### src/common/sienb_pkg.sv
/*
  constants for the stage interrupt enable bank: register indices, field
  positions, reset values and status bank codes.
  assumes a 16-bit register word reached by a plain index on the device side.
*/
`default_nettype none
package sienb_pkg;
  localparam int          REG_W         = 16;
  localparam int          ADDR_W        = 8;
  localparam int          STAGES        = 8;
  localparam logic [7:0]  OFS_RECAL     = 8'h04;
  localparam logic [7:0]  OFS_LOW_EN    = 8'h05;
  localparam logic [7:0]  OFS_HIGH_EN   = 8'h06;
  localparam logic [7:0]  OFS_DONE_EN   = 8'h07;
  localparam logic [7:0]  OFS_LOW_STAT  = 8'h08;
  localparam logic [7:0]  OFS_HIGH_STAT = 8'h09;
  localparam logic [7:0]  OFS_DONE_STAT = 8'h0A;
  localparam int          FP_LSB        = 0;
  localparam int          FP_W          = 10;
  localparam int          LP_LSB        = 10;
  localparam int          LP_W          = 6;
  localparam logic [9:0]  FP_RESET      = 10'h3FF;
  localparam logic [5:0]  LP_RESET      = 6'h3F;
  localparam logic [7:0]  EN_RESET      = 8'h00;
  localparam logic [15:0] ZERO_WORD     = 16'h0000;
  typedef enum logic [1:0] {
    SIENB_BANK_LOW  = 2'b00,
    SIENB_BANK_HIGH = 2'b01,
    SIENB_BANK_DONE = 2'b10
  } sienb_bank_t;
endpackage : sienb_pkg
`default_nettype wire

### src/rtl/sienb_bank.sv
/*
  stage interrupt enable bank: recalibration time register, three stage
  enable registers, status banks and the polarity-selected interrupt pin.
  assumes the serial engine hands over one-cycle read and write strobes with
  a register index, and the sequencer gives one-cycle stage events and
  threshold levels, all on clk_sys_in.
*/
`default_nettype none
//////////////////////////////////////////////////////////////////////////////
module sienb_bank #(
  parameter int STAGES = sienb_pkg::STAGES
) (
  input  wire logic                        clk_sys_in,
  input  wire logic                        sys_rst_in,
  input  wire logic                        reg_wr_in,
  input  wire logic                        reg_rd_in,
  input  wire logic [sienb_pkg::ADDR_W-1:0] reg_addr_in,
  input  wire logic [sienb_pkg::REG_W-1:0]  reg_wdata_in,
  output logic      [sienb_pkg::REG_W-1:0]  reg_rdata_out,
  input  wire logic                        irq_polarity_select_in,
  input  wire logic [STAGES-1:0]           low_exceed_in,
  input  wire logic [STAGES-1:0]           high_exceed_in,
  input  wire logic [STAGES-1:0]           stage_done_in,
  output logic      [sienb_pkg::FP_W-1:0]  full_power_recal_time_out,
  output logic      [sienb_pkg::LP_W-1:0]  low_power_recal_time_out,
  output logic                             irq_pin_out
);
  logic [sienb_pkg::FP_W-1:0]  full_power_recal_time;
  logic [sienb_pkg::LP_W-1:0]  low_power_recal_time;
  logic [sienb_pkg::REG_W-1:0] low_irq_enable;
  logic [sienb_pkg::REG_W-1:0] high_irq_enable;
  logic [sienb_pkg::REG_W-1:0] done_irq_enable;
  logic [sienb_pkg::FP_W-1:0]  next_full_power_recal_time;
  logic [sienb_pkg::LP_W-1:0]  next_low_power_recal_time;
  logic [sienb_pkg::REG_W-1:0] next_low_irq_enable;
  logic [sienb_pkg::REG_W-1:0] next_high_irq_enable;
  logic [sienb_pkg::REG_W-1:0] next_done_irq_enable;
  logic [sienb_pkg::REG_W-1:0] rdata;
  logic [sienb_pkg::REG_W-1:0] next_rdata;
  logic                        irq_pin;
  logic                        next_irq_pin;
  logic [STAGES-1:0]           low_status;
  logic [STAGES-1:0]           high_status;
  logic [STAGES-1:0]           done_status;
  logic [STAGES-1:0]           no_level;
  logic                        src_any;

  function automatic logic hit(input logic [sienb_pkg::ADDR_W-1:0] a,
                               input logic [sienb_pkg::ADDR_W-1:0] ofs);
    hit = (a == ofs);
  endfunction : hit

  function automatic logic [sienb_pkg::REG_W-1:0] widen(input logic [STAGES-1:0] v);
    widen = sienb_pkg::ZERO_WORD;
    widen[STAGES-1:0] = v;
  endfunction : widen

  //////////////////////////////////////////////////////////////////////////////
  // status banks; completion has no lasting level
  assign no_level = '0;

  sienb_status #(.STAGES(STAGES)) u_low_status (
    .clk_sys_in    (clk_sys_in),
    .sys_rst_in    (sys_rst_in),
    .event_in      (low_exceed_in),
    .level_in      (low_exceed_in),
    .read_clear_in (reg_rd_in && hit(reg_addr_in, sienb_pkg::OFS_LOW_STAT)),
    .status_out    (low_status)
  );
  sienb_status #(.STAGES(STAGES)) u_high_status (
    .clk_sys_in    (clk_sys_in),
    .sys_rst_in    (sys_rst_in),
    .event_in      (high_exceed_in),
    .level_in      (high_exceed_in),
    .read_clear_in (reg_rd_in && hit(reg_addr_in, sienb_pkg::OFS_HIGH_STAT)),
    .status_out    (high_status)
  );
  sienb_status #(.STAGES(STAGES)) u_done_status (
    .clk_sys_in    (clk_sys_in),
    .sys_rst_in    (sys_rst_in),
    .event_in      (stage_done_in),
    .level_in      (no_level),
    .read_clear_in (reg_rd_in && hit(reg_addr_in, sienb_pkg::OFS_DONE_STAT)),
    .status_out    (done_status)
  );

  //////////////////////////////////////////////////////////////////////////////
  // register writes; all 16 bits stored so test and unused bits read back
  // as written, the host being trusted to keep them zero
  always_comb begin
    next_full_power_recal_time = full_power_recal_time;
    next_low_power_recal_time  = low_power_recal_time;
    next_low_irq_enable        = low_irq_enable;
    next_high_irq_enable       = high_irq_enable;
    next_done_irq_enable       = done_irq_enable;
    if (reg_wr_in) begin
      if (hit(reg_addr_in, sienb_pkg::OFS_RECAL)) begin
        next_full_power_recal_time = reg_wdata_in[sienb_pkg::FP_LSB +: sienb_pkg::FP_W];
        next_low_power_recal_time  = reg_wdata_in[sienb_pkg::LP_LSB +: sienb_pkg::LP_W];
      end
      if (hit(reg_addr_in, sienb_pkg::OFS_LOW_EN)) begin
        next_low_irq_enable = reg_wdata_in;
      end
      if (hit(reg_addr_in, sienb_pkg::OFS_HIGH_EN)) begin
        next_high_irq_enable = reg_wdata_in;
      end
      if (hit(reg_addr_in, sienb_pkg::OFS_DONE_EN)) begin
        next_done_irq_enable = reg_wdata_in;
      end
    end
  end

  always_ff @(posedge clk_sys_in or posedge sys_rst_in) begin
    if (sys_rst_in) begin
      full_power_recal_time <= sienb_pkg::FP_RESET;
      low_power_recal_time  <= sienb_pkg::LP_RESET;
      low_irq_enable        <= sienb_pkg::ZERO_WORD;
      high_irq_enable       <= sienb_pkg::ZERO_WORD;
      done_irq_enable       <= sienb_pkg::ZERO_WORD;
    end else begin
      full_power_recal_time <= next_full_power_recal_time;
      low_power_recal_time  <= next_low_power_recal_time;
      low_irq_enable        <= next_low_irq_enable;
      high_irq_enable       <= next_high_irq_enable;
      done_irq_enable       <= next_done_irq_enable;
    end
  end

  //////////////////////////////////////////////////////////////////////////////
  // read data registered one cycle after the read strobe; unmapped reads zero
  always_comb begin
    next_rdata = rdata;
    if (reg_rd_in) begin
      case (reg_addr_in)
        sienb_pkg::OFS_RECAL:     next_rdata = {low_power_recal_time, full_power_recal_time};
        sienb_pkg::OFS_LOW_EN:    next_rdata = low_irq_enable;
        sienb_pkg::OFS_HIGH_EN:   next_rdata = high_irq_enable;
        sienb_pkg::OFS_DONE_EN:   next_rdata = done_irq_enable;
        sienb_pkg::OFS_LOW_STAT:  next_rdata = widen(low_status);
        sienb_pkg::OFS_HIGH_STAT: next_rdata = widen(high_status);
        sienb_pkg::OFS_DONE_STAT: next_rdata = widen(done_status);
        default:                  next_rdata = sienb_pkg::ZERO_WORD;
      endcase
    end
  end

  // pin registered so it comes glitch free from a flip-flop
  always_comb begin
    next_irq_pin = |((low_status  & low_irq_enable[STAGES-1:0])  |
                     (high_status & high_irq_enable[STAGES-1:0]) |
                     (done_status & done_irq_enable[STAGES-1:0]));
    next_irq_pin = irq_polarity_select_in ? next_irq_pin : !next_irq_pin;
  end

  always_ff @(posedge clk_sys_in or posedge sys_rst_in) begin
    if (sys_rst_in) begin
      rdata   <= sienb_pkg::ZERO_WORD;
      irq_pin <= 1'b1;
    end else begin
      rdata   <= next_rdata;
      irq_pin <= next_irq_pin;
    end
  end

  assign reg_rdata_out             = rdata;
  assign irq_pin_out               = irq_pin;
  assign full_power_recal_time_out = full_power_recal_time;
  assign low_power_recal_time_out  = low_power_recal_time;

  // any enabled source, watched only by the checks below
  assign src_any = |((low_status  & low_irq_enable[STAGES-1:0])  |
                     (high_status & high_irq_enable[STAGES-1:0]) |
                     (done_status & done_irq_enable[STAGES-1:0]));
endmodule : sienb_bank
`default_nettype wire

### src/rtl/sienb_status.sv
/*
  one bank of eight sticky stage status bits with clear on read.
  assumes event and level inputs already synchronous to clk_sys_in.
*/
`default_nettype none
module sienb_status #(
  parameter int STAGES = 8
) (
  input  wire logic              clk_sys_in,
  input  wire logic              sys_rst_in,
  input  wire logic [STAGES-1:0] event_in,
  input  wire logic [STAGES-1:0] level_in,
  input  wire logic              read_clear_in,
  output logic      [STAGES-1:0] status_out
);
  logic [STAGES-1:0] status;
  logic [STAGES-1:0] next_status;

  // a new event beats the read clear; a held level keeps the bit set
  always_comb begin
    next_status = status;
    if (read_clear_in) begin
      next_status = level_in;
    end
    next_status = next_status | event_in | level_in;
  end

  always_ff @(posedge clk_sys_in or posedge sys_rst_in) begin
    if (sys_rst_in) begin
      status <= '0;
    end else begin
      status <= next_status;
    end
  end

  assign status_out = status;
endmodule : sienb_status
`default_nettype wire

### config.mk
export PLATFORM = sky130hd
export DESIGN_NAME = sienb_bank
export DESIGN_NICKNAME = d
export VERILOG_FILES = /design/src/common/sienb_pkg.sv /design/src/rtl/sienb_bank.sv /design/src/rtl/sienb_status.sv
export SDC_FILE = /design/constraint.sdc
export NUM_CORES = 1
export LEC_CHECK = 0
export BUFFER_PORTS_ARGS = -buffer_cell sky130_fd_sc_hd__clkbuf_2
export CAP_MARGIN = 15
export CORE_MARGIN = 3
export CORE_UTILIZATION = 23
export DETAILED_ROUTE_END_ITERATION = 10
export HOLD_SLACK_MARGIN = 0.02
export SLEW_MARGIN = 20
export SYNTH_ARGS = -nofsm -noshare
export SYNTH_HDL_FRONTEND = slang
export SYNTH_SLANG_ARGS = --single-unit
### constraint.sdc
create_clock -name clk_sys_in -period 3.7 [get_ports clk_sys_in]
set_clock_uncertainty 0.15 [all_clocks]
set_input_delay 0.74 -clock clk_sys_in [delete_from_list [all_inputs] [get_ports clk_sys_in]]
set_output_delay 0.74 -clock clk_sys_in [all_outputs]
set_load 0.05 [all_outputs]
======== Yosys cells after proc, flatten, opt, wreduce, memory -nomap -nowiden ========
Cells that the tools add are included.
Widths: inputs -> output; s select.
storage, ports and cells
  bits in registers ....................... 105
  output and inout port bits .............. 33
  input bits .............................. 53
cells by class
  multiplexer cells ....................... 5
  bitwise operators ....................... 10
  reductions and logical operators ........ 9
  eq/ne operators ......................... 7
operators with widths
  operator            number
  $pmux 16 s7         1
  $or 8x8->8          7
  $eq 8x3->1 const B  4
  $and 8x8->8         3
  $eq 8x4->1 const B  3
  $mux 8              3
  $reduce_and 2->1    4
  $reduce_or 8->1     1
  $logic_and 1x1->1   3
  $logic_not 1->1     1
  $mux 1              1

======== Depth between registers and ports, before layout ========
  depth in word-level cells ............... 6
  mapped depth ............................ 7
  mapped depth without buffers ............ 4

======== By module ========
A second synthesis with hierarchy kept.
second synthesis, totals
  cell total of the unflattened synthesis .. 425
  area total of the unflattened synthesis .. 5,068.6 um^2
modules (own cells, without submodules)
  module        area each (um^2)  cells each  seq. area each (um^2)  times used
  sienb_bank    4,156.5           326         2,048.2                1
  sienb_status  304.0             33          200.2                  3

======== Least setup slack after synthesis ========
OpenSTA, ideal clock, no wires.
  path type ............................... input-to-reg
  start point ............................. input reg_addr_in[7] (netlist name)
  end point ............................... register done_irq_enable[0] (netlist name)
  setup slack ............................. 1.204 ns
  stages on the path ...................... 5
  path buffers ............................ 2
  library setup time ...................... 0.125 ns
  data arrival time ....................... 2.221 ns
  path through ............................ or4_4 > buf_6 > nor3_4 > buf_12 > mux2_4
on the way
  cells in the longest elaborated chain, start to end .. 2
ends and longest elaborated chain
  what                        line               source
  from (decl)                 sienb_bank.sv:17   input wire logic [sienb_pkg::ADDR_W-1:0] reg_addr_in,
  $eq 8x3->1                  sienb_bank.sv:50   hit = (a == ofs);
  $reduce_and 2->1 (no line)  --
  to (signal assigned)        sienb_bank.sv:119  done_irq_enable <= sienb_pkg::ZERO_WORD;
  to (signal assigned)        sienb_bank.sv:125  done_irq_enable <= next_done_irq_enable;
  to (decl)                   sienb_bank.sv:32   logic [sienb_pkg::REG_W-1:0] done_irq_enable;
No other way between the ends.
A chain may end at the register's enable or synchronous reset.

======== Worst setup path after layout ========
  start point ............................. input reg_addr_in[7] (netlist name)
  end point ............................... register high_irq_enable[0] (netlist name)
on the way
  cells in the longest elaborated chain, start to end .. 2
ends and longest elaborated chain
  what                        line               source
  $eq 8x3->1                  sienb_bank.sv:50
  $reduce_and 2->1 (no line)  --
  to (signal assigned)        sienb_bank.sv:118  high_irq_enable <= sienb_pkg::ZERO_WORD;
  to (signal assigned)        sienb_bank.sv:124  high_irq_enable <= next_high_irq_enable;
  to (decl)                   sienb_bank.sv:31   logic [sienb_pkg::REG_W-1:0] high_irq_enable;
No other way between the ends.

==> flow_summary_export.csv <==
group,metric,value,unit
critical_path,r2r_start,"u_high_status.status_out[0]",
global_routing,grt_use_total,0.118,
clock_network,postCtsSetupBuffers,0,
cells_and_area,post-route-util,0.287,
sta,finalMaxSlewViolations,0,
clock_network,cts_resized,0,
synth,synth_fa_ha_area_frac,0,
detailed_routing,firstDrtPassIters,5,
cells_and_area,fin_cells,716,
global_routing,grt_first_pass_wirelength,21600,microns
sta,slew_headroom,0.479,
worst_hold_path,worstHoldStart,"reg_rdata_out[8]",
synth,synth.distinct_cells,48,
synth,yosys.area.top_type,"dfrtp_1",
cells_and_area,fin_area,5900,sq um
clock_network,clock_sinks,105,
worst_hold_path,whs_path_depth,1,
floorplanning,rows,52,
floorplanning,die_w,152,microns
synth,synth_xor_area_frac,0.00179,
synth,yosysSeqAreaShare,0.540,
clock_network,htreeDepth,3,
floorplanning,die_h,152,microns
critical_path,crit_type,"input pin to register",
synth,synth_top_area_frac,0.449,
pwr,ir_drop,0.194,mV
pwr,p_leak,2.56,nW
clock_network,clkTransAtPathRegs,70,ps
critical_path,path_max_fanout,18,
sta,setup_tns,0,ps
placed_design,dp_cells,700,
detailed_routing,vias_per_cell,4.83,
placed_design,placed_cell_area,5610,sq um
placed_design,routabilityCongestion,0.888,
floorplanning,dieArea,23100,sq um
clock_network,cts_hold_buffers,0,
sta,hold_ws,335,ps
floorplanning,initial_utilization,0.238,
detailed_routing,drt_first_iter_violations,283,
critical_path,r2r_slack,2070,ps
worst_hold_path,whs_endpoint,"reg_rdata_out[8]",
clock_network,clock-root-buffer,"clkbuf_16",
cells_and_area,final_cell_mix,"dfrtp_1, clkbuf_2, mux2_2",
sta,period_share,0.683,
clock_network,cts_buffers,9,
synth,synthFlopType,"dfrtp_1",
floorplanning,io_pins,86,
critical_path,end_kind,"register",
critical_path,cp_data_arrival_time,2600,ps
synth,synth_area_leaders,"dfrtp_1, mux2_2, dfstp_2",
synth,synth_top_family_by_area,"multiplexers",
status,status,"complete, no violations",
global_routing,antenna_found_initial,0,
run,drv_cap,0,
synth,yosys-mux-area-fraction,0.204,
sta,min_period,2530,ps
sta,report.final.setup_viol,0,
detailed_routing,antenna_left,0,
cells_and_area,syn2layout_area_growth,20.4,%
critical_path,cp_data_required_time,3770,ps
global_routing,overflow,0,
cells_and_area,diodes,0,
detailed_routing,drc,0,
clock_network,cts_buffer_depth,2,
cells_and_area,layout.nets,494,
synth,synthSimpleGateAreaFrac,0.0845,
sta,finalHoldViolations,0,
placed_design,io_buffers,85,
synth,ys_ff_latch,105,
detailed_routing,drt_wl_total,13600,microns
synth,synthArstFlopShare,1.00,
clock_network,cts_tree,"built",
synth,syn_inst,357,
critical_path,regToRegEndpoint,"irq_pin_out",
synth,synth.avg_cell_area,13.7,sq um
detailed_routing,wire_per_inst,19.0,microns
pwr,power_density,414,nW/um^2
sta,max_clock_freq,396,MHz
critical_path,start_kind,"input pin",
synth,ys_warn_count,0,
synth,synth_area,4900,sq um
global_routing,grt_max_degree,63,
clock_network,clk_latency,340,ps
placed_design,dp_hpwl,10400,microns
worst_hold_path,hp-class,"register to register",
cells_and_area,drive_gt1_frac,0.460,
sta,worst_pin_slew,782,ps
synth,synth.net_count,410,
synth,synth_edf_count,0,
cells_and_area,final_common_cell,"dfrtp_1",
synth,synth-compound-area-share,0.137,
detailed_routing,vias,3461,
sta,rsz0062_at_grt,"no",
critical_path,reg2regPathDepth,4,
floorplanning,core_area,20600,sq um
global_routing,grt_pass1_vias,3645,
[worst max-delay path by stage]
stage | endpoint | cells after the start | slack [ps] | from
2_1_floorplan | done_irq_enable[0] | 1 | 80 | sys_rst_in
3_3_place_gp | low_power_recal_time_out[0] | 6 | 880 | reg_addr_in[7]
3_5_place_dp | high_irq_enable[0] | 6 | 810 | reg_addr_in[7]
4_1_cts | high_irq_enable[0] | 6 | 1170 | reg_addr_in[7]
5_1_grt | high_irq_enable[0] | 6 | 1060 | reg_addr_in[7]
6_report | high_irq_enable[0] | 6 | 1170 | reg_addr_in[7]
[through the flow]
stage	setup WS, ps	total power [mW]
after floorplan	77.6	1.43
after global placement	879	1.53
after detailed placement	807	1.54
after CTS	1170	2.47
after global routing	1060	2.54
final	1170	2.44
[routing by layer]
metal | wire length (microns) | share of wire | global-route usage | vias up
li1 | - | - | - | 1538
met1 | 6250 | 0.46 | 0.165 | 1766
met2 | 6450 | 0.48 | 0.189 | 141
met3 | 739 | 0.054 | 0.0267 | 16
met4 | 131 | 0.0097 | 0.0240 | 0
met5 | 0 | 0 | 0 | -
[final cells by class]
| cell class | count | area (sq um) |
|---|---|---|
| Tap cell | 270 | 338 |
| Fill cell | 2169 | 14700 |
| Clock inverter | 4 | 53.8 |
| Inverter | 10 | 40.0 |
| Clock buffer | 12 | 236 |
| Multi-Input combinational cell | 221 | 2090 |
| Sequential cell | 105 | 2650 |
| Timing Repair Buffer | 94 | 493 |
[report_power, final]
group          total (mW)  internal [mW]  switching, mW
logic               0.283          0.102          0.181
registers            1.23           1.20         0.0302
clock network       0.930          0.527          0.403
[cell families (layout without fill, tap and decap cells)]
group | count (synthesis) | after routing
muxes | 78 | 78
and+or+nand+nor | 59 | 59
DFF | 105 | 105
xor gates and xnor gates | 1 | 1
AOI/OAI and AO/OA | 83 | 83
buffers and inverters | 31 | 120
[Yosys cell counts, types with 3 or more instances]
cell type,count
nand2_1,6
o221a_2,3
nand4b_1,4
a22oi_1,22
clkbuf_1,10
nand4_1,10
o2bb2ai_1,8
nand3_4,3
nand3b_1,6
mux2_2,51
mux2_1,6
a21oi_1,4
mux4_2,8
mux2_4,10
buf_4,4
dfrtp_1,88
mux2i_1,3
a31oi_1,4
dfstp_2,17
nor2_1,7
a32oi_1,4
a32o_1,4
a21o_1,24
o32a_1,3
buf_2,4
nand3_1,5
nor2b_1,5
inv_1,10
a211o_1,3
[flip-flops by register name (all words and copies together), names as in the netlist, 6 cells and up]
| name | flops |
|---|---|
| high_irq_enable | 16 |
| reg_rdata_out | 16 |
| u_high_status.status_out | 8 |
| full_power_recal_time_out | 10 |
| low_power_recal_time_out | 6 |
| u_done_status.status_out | 8 |
| u_low_status.status_out | 8 |
| low_irq_enable | 16 |
| done_irq_enable | 16 |
[critical path, cell delays in order]
cell and delay [ps]:
clkbuf_2 110, nor4_4 270, buf_4 260, and2_0 450, nand3_4 340, mux2_1 400
(Power assumes the default switching activity.)
